**src/core/hcm_regs.svh**
```systemverilog
// register map, fields, reset values, timing counts of the current monitor
// assumes byte addresses, one 32-bit word per register
`ifndef HCM_REGS_SVH
`define HCM_REGS_SVH

`define HCM_ADDR_CTRL      8'h00
`define HCM_ADDR_RATIO     8'h04
`define HCM_ADDR_PHSEL     8'h08
`define HCM_ADDR_STATUS    8'h0c
`define HCM_ADDR_MASK      8'h10
`define HCM_ADDR_ALARM     8'h14
`define HCM_ADDR_LIMIT0    8'h20
`define HCM_ADDR_READING0  8'h40
`define HCM_IDX_LIMIT      3'h1
`define HCM_IDX_READING    3'h2

`define HCM_CTRL_IVL_LSB   0
`define HCM_CTRL_IVL_MSB   11
`define HCM_CTRL_ENER_LSB  12
`define HCM_CTRL_ENER_MSB  19
`define HCM_CTRL_DIR_BIT   20
`define HCM_ALARM_SLOT_LSB 9

`define HCM_RST_IVL        12'h00a
`define HCM_RST_ENER       8'h02
`define HCM_RST_RATIO      16'h03e8
`define HCM_LIMIT_OFF      16'h8300
`define HCM_IVL_MIN        12'h001
`define HCM_IVL_MAX        12'hbb8
`define HCM_ENER_MIN       8'h02
`define HCM_ENER_MAX       8'hff

`define HCM_OUTPUTS        8
`define HCM_SHORT_SLOT     4'h8
`define HCM_VNOM           9'h080
`define HCM_VSCALE_SH      7
`define HCM_LIMIT_UA       48'sh0000000186a0

`define HCM_CLK_MHZ        100
`define HCM_WINDOW_MS      100
`define HCM_WINDOW_CYC     (`HCM_WINDOW_MS * 1000 * `HCM_CLK_MHZ)
`define HCM_WINDOWS_PER_S  4'h9

`define HCM_RESP_OKAY      2'h0
`define HCM_RESP_SLVERR    2'h2

`endif

```
**src/core/hcm_pkg.sv**
```systemverilog
// types of the current monitor
// assumes hcm_regs.svh for the numbers
package hcm_pkg;

    typedef enum logic [2:0] {
        HCM_IDLE   = 3'b001,
        HCM_SETTLE = 3'b010,
        HCM_SAMPLE = 3'b100
    } hcm_phase_t;

    // phase voltages, 0x80 = nominal, one lsb = 1/128 of nominal
    typedef struct packed {
        logic [2:0][7:0] line;
    } hcm_phase_volt_t;

    typedef struct packed {
        logic [23:0] cnt;
        logic [3:0]  dec;
        logic        t100;
        logic        t1s;
    } hcm_div_state_t;

    typedef struct packed {
        hcm_phase_t        phase;
        logic [3:0]        slot;
        logic [11:0]       sec_cnt;
        logic [7:0]        unit_cnt;
        logic [15:0]       peak;
        logic [7:0]        drv;
        logic [11:0]       ivl;
        logic [7:0]        ener;
        logic              dir;
        logic [15:0]       ratio;
        logic [7:0][1:0]   phsel;
        logic [9:0]        mask;
        logic [9:0]        status;
        logic [7:0][15:0]  limit;
        logic [7:0][31:0]  reading;
        logic [7:0]        heat_alarm;
        logic              short_alarm;
        logic              aw_held;
        logic [7:0]        aw_addr;
        logic              w_held;
        logic [31:0]       wdata;
        logic [3:0]        wstrb;
        logic              bvalid;
        logic [1:0]        bresp;
        logic              rvalid;
        logic [31:0]       rdata;
        logic [1:0]        rresp;
    } hcm_state_t;

endpackage

```
**src/core/hcm_tick_div.sv**
```systemverilog
// divider: 100 ms and 1 s pulses from clk
// assumes srst sync, active high
`timescale 1ns/1ns
`default_nettype none
`include "hcm_regs.svh"

module hcm_tick_div #(
    parameter int unsigned CYC_100MS = `HCM_WINDOW_CYC
) (
    // clock and reset
    input  wire logic clk,
    input  wire logic srst,
    // ticks
    output logic      tick_100ms,
    output logic      tick_1s
);

    hcm_pkg::hcm_div_state_t s;
    hcm_pkg::hcm_div_state_t next_s;

    always_comb begin
        next_s      = s;
        next_s.t100 = 1'b0;
        next_s.t1s  = 1'b0;
        if (s.cnt == 24'(CYC_100MS - 1)) begin
            next_s.cnt  = '0;
            next_s.t100 = 1'b1;
            // 1 s pulse always coincides with a 100 ms pulse
            if (s.dec == `HCM_WINDOWS_PER_S) begin
                next_s.dec = '0;
                next_s.t1s = 1'b1;
            end else begin
                next_s.dec = s.dec + 4'h1;
            end
        end else begin
            next_s.cnt = s.cnt + 24'h1;
        end
    end

    always_ff @(posedge clk) begin
        if (srst) begin
            s <= '0;
        end else begin
            s <= next_s;
        end
    end

    assign tick_100ms = s.t100;
    assign tick_1s    = s.t1s;

endmodule
`default_nettype wire

```
**src/core/hcm_monitor.sv**
```systemverilog
// heating current monitor: slot sequencer, output gating, scaling, alarms, AXI4-Lite registers
// assumes inputs synchronous to clk; srst sync, active high
//
// Overview of operation
// - one measurement each time the interval in seconds expires
// - rotate eight output slots plus one short-circuit slot
// - during a slot force all other monitored outputs off
// - energize the tested output for the duty time, 100 ms units, min 200 ms
// - settle first, sample only during the final 100 ms window
// - direction bit selects overload or interruption alarm
// - short-circuit check runs in both alarm directions
// - reading equals transformer current times configured ratio
// - phase selector: 0 no correction, 1 to 3 select a phase voltage
// - correction follows selected phase voltage deviation, both ways
// - short slot: all monitored outputs off, any current raises the short alarm
// - one interval and one duty time shared by all outputs
// - interval accepted 1 to 3000 s, default 10
// - duty count accepted 2 to 255, default 2
// - per-output limit, value -32000 switches the limit off
// - only outputs with monitor enable set are measured
`timescale 1ns/1ns
`default_nettype none
`include "hcm_regs.svh"

module hcm_monitor #(
    parameter int unsigned TICK_CYCLES = `HCM_WINDOW_CYC
) (
    // clock and reset
    input  wire logic                     clk,
    input  wire logic                     srst,
    // axi4-lite write address and data
    input  wire logic                     s_axi_awvalid,
    output logic                          s_axi_awready,
    input  wire logic [7:0]               s_axi_awaddr,
    input  wire logic                     s_axi_wvalid,
    output logic                          s_axi_wready,
    input  wire logic [31:0]              s_axi_wdata,
    input  wire logic [3:0]               s_axi_wstrb,
    // axi4-lite write response
    output logic                          s_axi_bvalid,
    input  wire logic                     s_axi_bready,
    output logic [1:0]                    s_axi_bresp,
    // axi4-lite read
    input  wire logic                     s_axi_arvalid,
    output logic                          s_axi_arready,
    input  wire logic [7:0]               s_axi_araddr,
    output logic                          s_axi_rvalid,
    input  wire logic                     s_axi_rready,
    output logic [31:0]                   s_axi_rdata,
    output logic [1:0]                    s_axi_rresp,
    // heater outputs
    input  wire logic [7:0]               drive_in,
    input  wire logic [7:0]               monitor_enable_n,
    output logic [7:0]                    drive_out,
    // transformer input, microamps
    input  wire logic                     ct_valid,
    input  wire logic [15:0]              ct_current_ua,
    input  wire hcm_pkg::hcm_phase_volt_t voltage_correction_line,
    // results
    output logic [7:0]                    current_alarm,
    output logic                          shorted_switch_alarm,
    output logic                          irq
);

    hcm_pkg::hcm_state_t s;
    hcm_pkg::hcm_state_t next_s;
    logic                tick_100ms;
    logic                tick_1s;
    logic [11:0]         ivl_eff;
    logic [7:0]          ener_eff;
    logic [31:0]         raw;
    logic [8:0]          vfac;
    logic [40:0]         corr_wide;
    logic [31:0]         corr;
    logic [31:0]         ctrl_m;
    logic signed [47:0]  lim_ua;
    logic signed [47:0]  rd_s;
    logic [9:0]          ev;
    logic [3:0]          nslot;
    logic                any_en;

    hcm_tick_div #(
        .CYC_100MS (TICK_CYCLES)
    ) u_div (
        .clk        (clk),
        .srst       (srst),
        .tick_100ms (tick_100ms),
        .tick_1s    (tick_1s)
    );

    ////////////////////////////////////////////////////////////////////////////////

    function automatic logic [11:0] clamp12(input logic [11:0] v, input logic [11:0] lo,
                                            input logic [11:0] hi);
        clamp12 = (v < lo) ? lo : ((v > hi) ? hi : v);
    endfunction

    // wstrb lanes merged into old word
    function automatic logic [31:0] merge(input logic [31:0] old, input logic [31:0] nw,
                                          input logic [3:0] strb);
        merge = old;
        for (int b = 0; b < 4; b++) begin
            if (strb[b]) begin
                merge[b*8 +: 8] = nw[b*8 +: 8];
            end
        end
    endfunction

    // bank index of an address
    function automatic logic [2:0] bank(input logic [7:0] a);
        bank = a[7:5];
    endfunction

    ////////////////////////////////////////////////////////////////////////////////

    assign ivl_eff  = clamp12(s.ivl, `HCM_IVL_MIN, `HCM_IVL_MAX);
    assign ener_eff = 8'(clamp12({4'h0, s.ener}, {4'h0, `HCM_ENER_MIN},
                                 {4'h0, `HCM_ENER_MAX}));
    assign any_en   = |monitor_enable_n;
    assign nslot    = (s.slot == `HCM_SHORT_SLOT) ? 4'h0 : s.slot + 4'h1;
    // ctrl word as the pending write leaves it
    assign ctrl_m   = merge({11'h0, s.dir, s.ener, s.ivl}, s.wdata, s.wstrb);

    // peak scaling
    always_comb begin
        raw       = s.peak * s.ratio;
        vfac      = `HCM_VNOM;
        if (s.slot < `HCM_SHORT_SLOT && s.phsel[s.slot[2:0]] != 2'h0) begin
            // first order: 1 % low voltage lifts reading 1 %
            vfac = 9'h100 - {1'b0, voltage_correction_line.line[s.phsel[s.slot[2:0]] - 2'h1]};
        end
        corr_wide = raw * vfac;
        corr      = (|corr_wide[40:39]) ? 32'hffff_ffff : corr_wide[38:7];
        lim_ua    = 48'(signed'(s.limit[s.slot[2:0]])) * `HCM_LIMIT_UA;
        rd_s      = signed'({16'h0, corr});
    end

    ////////////////////////////////////////////////////////////////////////////////

    always_comb begin
        next_s = s;
        ev     = '0;

        // sequencer
        unique case (s.phase)
            hcm_pkg::HCM_IDLE: begin
                if (tick_1s) begin
                    if (s.sec_cnt + 12'h1 >= ivl_eff) begin
                        next_s.sec_cnt  = '0;
                        next_s.unit_cnt = '0;
                        next_s.peak     = '0;
                        // disabled slot passes unmeasured
                        if (s.slot == `HCM_SHORT_SLOT ? any_en : monitor_enable_n[s.slot[2:0]]) begin
                            next_s.phase = hcm_pkg::HCM_SETTLE;
                        end else begin
                            next_s.slot = nslot;
                        end
                    end else begin
                        next_s.sec_cnt = s.sec_cnt + 12'h1;
                    end
                end
            end
            hcm_pkg::HCM_SETTLE: begin
                // starts on a 1 s tick: units are whole windows
                if (tick_100ms) begin
                    next_s.unit_cnt = s.unit_cnt + 8'h1;
                    if (s.unit_cnt + 8'h2 >= ener_eff) begin
                        next_s.phase = hcm_pkg::HCM_SAMPLE;
                    end
                end
            end
            hcm_pkg::HCM_SAMPLE: begin
                if (ct_valid && ct_current_ua > s.peak) begin
                    next_s.peak = ct_current_ua;
                end
                if (tick_100ms) begin
                    next_s.phase = hcm_pkg::HCM_IDLE;
                    next_s.slot  = nslot;
                    if (s.slot == `HCM_SHORT_SLOT) begin
                        // either alarm direction
                        next_s.short_alarm = (s.peak != 16'h0);
                        ev[8]              = (s.peak != 16'h0);
                    end else begin
                        next_s.reading[s.slot[2:0]] = corr;
                        if (s.limit[s.slot[2:0]] == `HCM_LIMIT_OFF) begin
                            next_s.heat_alarm[s.slot[2:0]] = 1'b0;
                        end else if (s.dir) begin
                            next_s.heat_alarm[s.slot[2:0]] = rd_s > lim_ua;
                        end else begin
                            next_s.heat_alarm[s.slot[2:0]] = rd_s < lim_ua;
                        end
                        ev[s.slot[2:0]] = next_s.heat_alarm[s.slot[2:0]];
                    end
                    ev[9] = 1'b1;
                end
            end
            default: begin
                next_s.phase = hcm_pkg::HCM_IDLE;
            end
        endcase

        // output gating, registered
        next_s.drv = drive_in;
        if (next_s.phase != hcm_pkg::HCM_IDLE) begin
            for (int i = 0; i < `HCM_OUTPUTS; i++) begin
                if (monitor_enable_n[i]) begin
                    next_s.drv[i] = (next_s.slot == 4'(i));
                end
            end
        end

        // axi write: aw and w in either order
        if (s_axi_awvalid && !s.aw_held && !s.bvalid) begin
            next_s.aw_held = 1'b1;
            next_s.aw_addr = s_axi_awaddr;
        end
        if (s_axi_wvalid && !s.w_held && !s.bvalid) begin
            next_s.w_held = 1'b1;
            next_s.wdata  = s_axi_wdata;
            next_s.wstrb  = s_axi_wstrb;
        end
        if (s.aw_held && s.w_held) begin
            next_s.aw_held = 1'b0;
            next_s.w_held  = 1'b0;
            next_s.bvalid  = 1'b1;
            next_s.bresp   = `HCM_RESP_OKAY;
            unique case (s.aw_addr)
                `HCM_ADDR_CTRL: begin
                    next_s.ivl  = ctrl_m[`HCM_CTRL_IVL_MSB:`HCM_CTRL_IVL_LSB];
                    next_s.ener = ctrl_m[`HCM_CTRL_ENER_MSB:`HCM_CTRL_ENER_LSB];
                    next_s.dir  = ctrl_m[`HCM_CTRL_DIR_BIT];
                end
                `HCM_ADDR_RATIO: next_s.ratio = 16'(merge({16'h0, s.ratio}, s.wdata, s.wstrb));
                `HCM_ADDR_PHSEL: next_s.phsel = 16'(merge({16'h0, s.phsel}, s.wdata, s.wstrb));
                `HCM_ADDR_MASK:  next_s.mask  = 10'(merge({22'h0, s.mask}, s.wdata, s.wstrb));
                default: begin
                    if (bank(s.aw_addr) == `HCM_IDX_LIMIT) begin
                        next_s.limit[s.aw_addr[4:2]] = 16'(merge({16'h0, s.limit[s.aw_addr[4:2]]},
                                                                 s.wdata, s.wstrb));
                    end else if (!(s.aw_addr == `HCM_ADDR_STATUS || s.aw_addr == `HCM_ADDR_ALARM
                                   || bank(s.aw_addr) == `HCM_IDX_READING)) begin
                        next_s.bresp = `HCM_RESP_SLVERR;
                    end
                end
            endcase
        end
        if (s.bvalid && s_axi_bready) begin
            next_s.bvalid = 1'b0;
        end

        // axi read; status read clears, new event wins
        if (s.rvalid && s_axi_rready) begin
            next_s.rvalid = 1'b0;
        end
        if (s_axi_arvalid && !s.rvalid) begin
            next_s.rvalid = 1'b1;
            next_s.rresp  = `HCM_RESP_OKAY;
            next_s.rdata  = '0;
            unique case (s_axi_araddr)
                `HCM_ADDR_CTRL:   next_s.rdata = {11'h0, s.dir, s.ener, s.ivl};
                `HCM_ADDR_RATIO:  next_s.rdata = {16'h0, s.ratio};
                `HCM_ADDR_PHSEL:  next_s.rdata = {16'h0, s.phsel};
                `HCM_ADDR_STATUS: begin
                    next_s.rdata  = {22'h0, s.status};
                    next_s.status = '0;
                end
                `HCM_ADDR_MASK:   next_s.rdata = {22'h0, s.mask};
                `HCM_ADDR_ALARM:  next_s.rdata = {19'h0, s.slot, s.short_alarm, s.heat_alarm};
                default: begin
                    if (bank(s_axi_araddr) == `HCM_IDX_LIMIT) begin
                        next_s.rdata = {16'h0, s.limit[s_axi_araddr[4:2]]};
                    end else if (bank(s_axi_araddr) == `HCM_IDX_READING) begin
                        next_s.rdata = s.reading[s_axi_araddr[4:2]];
                    end else begin
                        next_s.rresp = `HCM_RESP_SLVERR;
                    end
                end
            endcase
        end
        next_s.status = next_s.status | ev;
    end

    ////////////////////////////////////////////////////////////////////////////////

    always_ff @(posedge clk) begin
        if (srst) begin
            s             <= '0;
            s.phase       <= hcm_pkg::HCM_IDLE;
            s.ivl         <= `HCM_RST_IVL;
            s.ener        <= `HCM_RST_ENER;
            s.ratio       <= `HCM_RST_RATIO;
            s.limit       <= {`HCM_OUTPUTS{`HCM_LIMIT_OFF}};
        end else begin
            s <= next_s;
        end
    end

    // outputs from state
    assign s_axi_awready        = !s.aw_held && !s.bvalid;
    assign s_axi_wready         = !s.w_held && !s.bvalid;
    assign s_axi_bvalid         = s.bvalid;
    assign s_axi_bresp          = s.bresp;
    assign s_axi_arready        = !s.rvalid;
    assign s_axi_rvalid         = s.rvalid;
    assign s_axi_rdata          = s.rdata;
    assign s_axi_rresp          = s.rresp;
    assign drive_out            = s.drv;
    assign current_alarm        = s.heat_alarm;
    assign shorted_switch_alarm = s.short_alarm;
    assign irq                  = |(s.status & s.mask);

endmodule
`default_nettype wire

```
**config.mk**
```make
export PLATFORM = sky130hd
export DESIGN_NAME = hcm_monitor
export DESIGN_NICKNAME = d
export VERILOG_FILES = /design/src/core/hcm_pkg.sv /design/src/core/hcm_tick_div.sv /design/src/core/hcm_monitor.sv
export VERILOG_INCLUDE_DIRS = /design/src /design/src/core
export SDC_FILE = /design/constraint.sdc
export NUM_CORES = 2
export LEC_CHECK = 0
export BUFFER_PORTS_ARGS = -buffer_cell sky130_fd_sc_hd__buf_2
export CAP_MARGIN = 20
export CORE_MARGIN = 2
export CORE_UTILIZATION = 36
export DETAILED_ROUTE_END_ITERATION = 12
export PLACE_DENSITY = 0.55
export REMOVE_ABC_BUFFERS = 1
export SETUP_SLACK_MARGIN = 0.1
export SLEW_MARGIN = 20
export SYNTH_ARGS = -nofsm -noshare
export SYNTH_HDL_FRONTEND = slang
export SYNTH_SLANG_ARGS = --single-unit
```
**constraint.sdc**
```tcl
create_clock -name clk -period 23.6 [get_ports clk]
set_input_delay 4.72 -clock clk [delete_from_list [all_inputs] [get_ports clk]]
set_output_delay 4.72 -clock clk [all_outputs]
set_load 0.02 [all_outputs]
```
## After elaboration in Yosys (flattened, before gate mapping)

Index checks and enable logic that the tools add are counted.

- Bits in registers: 619
- Latch bits: 0
- RAM bits: 0
- Bits in read-only memories: 0
- Input bits: 116
- Memories: 0

- Add/subtract/negate cells: 8
- Multiply operators: 3
- Divide/modulo/power cells: 0
- Magnitude comparators: 16
- Equality and inequality tests: 33
- Shift operators: 0
- Mux-type cells: 92
- Bitwise gates (word level): 8
- Reduce and logical (&&, ||, !) cells: 53

Operator list:

| kind | number |
|---|---|
| 256-bit bitwise mux | 1 |
| 32-bit case mux with 6 select lines | 1 |
| 32-bit 2-to-1 mux | 5 |
| 16-bit binary-select mux with 3-bit select | 3 |
| 8-bit 2-to-1 mux | 18 |
| 128-bit bitwise mux | 1 |
| 32-bit binary-select mux with 3-bit select | 1 |
| 32-bit demux with 3-bit select | 1 |
| 16-bit 2-to-1 mux | 5 |
| 16-bit demux with 3-bit select | 1 |
| 43-bit 2-to-1 mux | 1 |
| 32-bit by 9-bit multiplier with 41-bit output | 1 |
| 10-bit 2-to-1 mux | 4 |
| 12-bit 2-to-1 mux | 3 |
| 3-bit AND reduction | 12 |
| 35-bit 2-to-1 mux | 1 |
| 33-bit by 34-bit greater-than comparator with 1-bit output | 1 |
| 33-bit by 34-bit < comparator with 1-bit output | 1 |
| 8-bit by 4-bit == test with 1-bit output, second input constant | 4 |
| 8-bit by 5-bit == test with 1-bit output, second input constant | 4 |
| 16-bit by 16-bit multiplier with 32-bit output | 1 |
| 16-bit case mux with 2 select lines | 1 |
| 16-bit by 13-bit multiplier with 29-bit output, second input constant | 1 |
| 24-bit by 1-bit adder with 24-bit output, second input constant | 1 |
| 65 further kinds | 140 |

## Longest topological paths before layout

- Depth after elaboration: 24
- Depth in mapped cells: 58
- Depth with buffers taken out: 53

## Modules after synthesis

A second synthesis with hierarchy kept.

- Cell total of the unflattened synthesis: 5,851
- Area total of the unflattened synthesis: 50,957.6 um^2

Modules (own cells, without submodules):

| module | times used | cells each | area each (um^2) | sequential area each (um^2) |
|---|---|---|---|---|
| hcm_monitor | 1 | 5,683 | 49,541.3 | 11,751.3 |
| hcm_tick_div | 1 | 168 | 1,416.4 | 600.6 |

## Least setup slack after synthesis

OpenSTA, ideal clock, no wires.

- Path kind: register -> register
- From: register s[514] in the netlist's numbering
- To: register s (netlist bit current_alarm[6])
- Arrival: 12.831 ns
- Setup slack: 10.649 ns
- Stages on the path, launching flop included: 55
- Path through: dfxtp_1 clkbuf_1 clkbuf_1 nand2_1 fa_1 fa_1 fa_1 inv_1 fa_1 fa_1 inv_1 fa_1 inv_1 ha_1 clkbuf_1 nor2b_1 o21ai_0 a211o_1 [... 19 more ...] o21ai_0 a211oi_2 nand2_1 buf_6 nor2_4 inv_1 ha_1 nand4_1 nor2_1 o21a_1 nand4_1 a31oi_1 nor2_1 or2_2 a31oi_1 a21boi_2 buf_2 o21ai_1

- Longest elaborated chain between the ends: 11
- Elaborated cells between the ends (all ways): 13
- Those cells by class: mul: 2; order compare: 2; mux: 8; reduce/logical: 1

RTL lines:

| item | line | RTL |
|---|---|---|
| start: declaration | hcm_monitor.sv:65 | `hcm_pkg::hcm_state_t s;` |
| start signal: assignment | hcm_monitor.sv:294 | `s <= next_s;` |
| 16-bit by 16-bit multiplier with 32-bit output (*) | hcm_monitor.sv:126 | `raw = s.peak * s.ratio;` |
| 32-bit by 9-bit multiplier with 41-bit output (*) | hcm_monitor.sv:132 | `corr_wide = raw * vfac;` |
| 2-bit OR reduction | hcm_monitor.sv:133 | `corr = (\|corr_wide[40:39]) ? 32'hffff_ffff : corr_wide[38:7];` |
| 32-bit 2-to-1 mux (*) | hcm_monitor.sv:133 |  |
| via corr[19] | hcm_monitor.sv:74 | `logic [31:0] corr;` |
| 33-bit by 34-bit < comparator with 1-bit output / 33-bit by 34-bit greater-than comparator with 1-bit output (equally long branches) | hcm_monitor.sv:190, hcm_monitor.sv:188 |  |
| 8-bit bitwise mux, on equally long branches | hcm_monitor.sv:190, hcm_monitor.sv:188 |  |
| 8-bit 2-to-1 mux (*) | hcm_monitor.sv:187 | `end else if (s.dir) begin` |
| 8-bit 2-to-1 mux (*) | hcm_monitor.sv:185 | `` if (s.limit[s.slot[2:0]] == `HCM_LIMIT_OFF) begin `` |
| 8-bit 2-to-1 mux (*) | hcm_monitor.sv:179 | `` if (s.slot == `HCM_SHORT_SLOT) begin `` |
| 8-bit 2-to-1 mux (*) | hcm_monitor.sv:176 | `if (tick_100ms) begin` |
| 8-bit 2-to-1 mux (*) | hcm_monitor.sv:145 | `unique case (s.phase)` |

The timed path passes the listed nets; every way through them passes the cells marked *. The select of a mux whose other input is x is not followed.
A chain may end at the register's enable or synchronous reset.

## Final worst setup path

- From: register s[514] in the netlist's numbering
- To: register s (netlist bit current_alarm[5])

Same word-level chain as after synthesis.

==> metrics <==
yosys warns=0; clock power share=0.451; DP Wirelength=roughly 110,000 µm; EDFF count, synth=0; # Post-CTS Setup Buffers=0; relative slew slack=0.208; first-pass GRT wire length=between 200,000 and 250,000 µm; mapped cell area=51,200 µm²; Final Max Slew Viols=0; vias in the first global route=around 41,000; FF+latch count, synth=between 600 and 700; CTS Root Cell=clkbuf_16; ys async rst share=0; # DRC=0; Critical Path Max Stage Delay=around 1000 ps; Routed Antenna Nets=0; crit path kind=reg2reg; Worst Max-Slew Pin Slew=approximately 1200 ps; Routed WL=approximately 160,000 µm; path type of the worst min-delay path=reg2reg; Net Switching=675 µW; DR vias/cell=about 5.4; largest net degree at the start of global routing=approximately 190; DIE HEIGHT=roughly 380 µm; Hold Fails Final Rpt=0; Syn Area/Cell=8.83 µm²; Die Area=approximately 150,000 µm²; Worst VDD drop=between 0.00005 and 0.00006 V; reg-to-reg slack, setup=between 7000 and 8000 ps; ant diodes=0; Layout area overhead=8.72%; crit-path leading delay family=adder cells; post-cts resize count=0; port bufs=160; leakage power=0.0233 µW; DR WL/cell=just over 20 µm; H-tree lvl count=3; Rows=around 140; die width=381 µm; Final Cycle Share=0.665; most frequent cells in the layout=nand2_1 (695), nor2_1 (634), inv_1 (618), dfxtp_1 (615), fa_1 (456); most common cell after layout, fill and taps aside=nand2_1; RePlAce Congestion=0.882; register area share after synthesis=0.241; initial core utilization=0.362; Worst Path Arrival=approximately 16,000 ps; Worst Setup End Kind=register; Most common cell on crit path=fa_1; DRT iter0 DRCs=around 3,200; initial antenna violation count=1; Min Clock Period, post-route=15,680 ps; TritonCTS buffer count=72; internal power=around 1800 µW; Switching Share=0.272; fraction of layout instances using a drive strength above 1=0.108; final core occ=0.394; Setup Slack @ Placement=between 7000 and 8000 ps; TritonCTS clock tree=done; Fin Setup TNS=0 ps; Max FO, Critical Path=30; Synth cell types=86; setup ws final=approximately 8000 ps; IO Count=approximately 180; fin nets=6,605; power share of the combinational group=0.119; core footprint=141,000 µm²; outcome=complete, no violations; Pre-antenna DRT Iters=6; hold buffers post-CTS=0; Via Count=~41,000; CTS max path bufs=3; WHS=~460 ps; # clock sinks=just over 600; latest clock arrival within the worst-skew pair=680 ps; critical path startpoint category=register; GRT Total Usage=0.214; sequential share of power=0.430; RSZ-0062 raised after global routing=false; total grt overflow=0; clk slew on worst S/H paths=approximately 60 ps; Post-Synthesis Cells=approximately 5,800; CP Buf/Inv Count=6; Max Fclk=63.8 MHz; total power=about 2500 µW; Clock Skews=~71 ps; Synth Flop Type=dfxtp_1; CP required=about 24,000 ps; CP max stage cell=dfxtp_1; Finish-stage setup viols=0; PwrDens=about 45 nW/µm²; total of max-cap violations=0
[state kept, by name, indices dropped and copies added, names as in the netlist]
name / cells
current_alarm: 8
drive_out: 8
s: 534
s_axi_bresp: 1
s_axi_bvalid: 1
s_axi_rdata: 32
s_axi_rresp: 1
s_axi_rvalid: 1
shorted_switch_alarm: 1
u_div.s: 28
u_div.tick_100ms: 1
u_div.tick_1s: 1
[worst register-to-register path, delay by kind of cell, from the launching register on]
| family | cells | cell delay (ps) |
|---|---|---|
| simple gates | 9 | 2290 |
| xor+xnor | 2 | 1230 |
| fa+ha+maj | 13 | 6170 |
| flops | 1 | 1040 |
| buf+inv | 6 | 370 |
| compound gates | 16 | 4400 |
[synth_stat cells, types with 36 or more instances]
cell / count / share of area
xor2_1: 75 / 0.013
inv_1: 618 / 0.045
and3_1: 54 / 0.0066
mux2_2: 39 / 0.0086
o21ai_0: 91 / 0.0089
mux4_2: 132 / 0.058
fa_1: 456 / 0.18
or2_2: 36 / 0.0044
xnor2_1: 74 / 0.013
nand4_1: 37 / 0.0045
clkbuf_1: 291 / 0.021
buf_4: 52 / 0.0076
nand3_1: 81 / 0.0079
dfxtp_1: 617 / 0.24
and2_1: 168 / 0.021
nor2_1: 637 / 0.047
a21o_1: 50 / 0.0073
a22oi_1: 73 / 0.011
ha_1: 333 / 0.081
mux2i_1: 124 / 0.024
a211oi_1: 266 / 0.039
nand2_1: 696 / 0.051
a21oi_1: 291 / 0.028
nor3_1: 60 / 0.0059
[worst paths after layout]
check	start	endpoint	cells past startpoint
max	s[514]$_SDFFE_PP0P_	current_alarm[5]$_SDFFE_PP0P_	46
min	s[60]$_SDFFE_PP0P_	s[60]$_SDFFE_PP0P_	2
max reg2reg	s[514]$_SDFFE_PP0P_	current_alarm[5]$_SDFFE_PP0P_	46
min reg2reg	s[60]$_SDFFE_PP0P_	s[60]$_SDFFE_PP0P_	2
[routing by layer]
metal,vias to the layer above,track usage,wire (µm)
li1,19254,-,-
met1,20548,0.302,70600
met3,244,0.0301,10000
met5,-,0,13
met4,2,0.0561,3860
met2,1272,0.343,71500
[metrics by stage]
step / instances / area [µm²]
after floorplan: 5410 / 49500
after global placement: 7515 / 53200
after detailed placement: 7515 / 53200
after CTS: 7643 / 55600
final: 7644 / 55600
after global routing: 7644 / 55600
[power by group through the flow]
stage | clock, µW | combinational (µW) | sequential [µW]
after global placement | 0 | 292 | 1090
after detailed placement | 0 | 295 | 1090
after CTS | 1140 | 296 | 1070
after global routing | 1180 | 329 | 1070
after floorplan | 0 | 178 | 1090
final | 1120 | 296 | 1070
[final cells by class]
type	count	area, µm²
clock buffers	105	2100
multi-input cells	4167	34900
clock inverters	23	269
repair buffers	216	1260
fillers	14486	85600
inverters	626	2350
well taps	1890	2360
flip-flops and latches	617	12400
[kinds of logic (layout without fill, tap and decap cells)]
logic type,after synthesis,count (layout),share of synthesized area
simple gates,1929,1929,0.172
buf+inv,1008,970,0.0785
compound gates,1002,1002,0.131
fa+ha+maj,789,789,0.260
flops,617,617,0.241
mux,296,296,0.0912
xor+xnor,149,149,0.0255
other cells,1,2,0.0000733
Note: power is estimated with default switching activity, not from simulation.
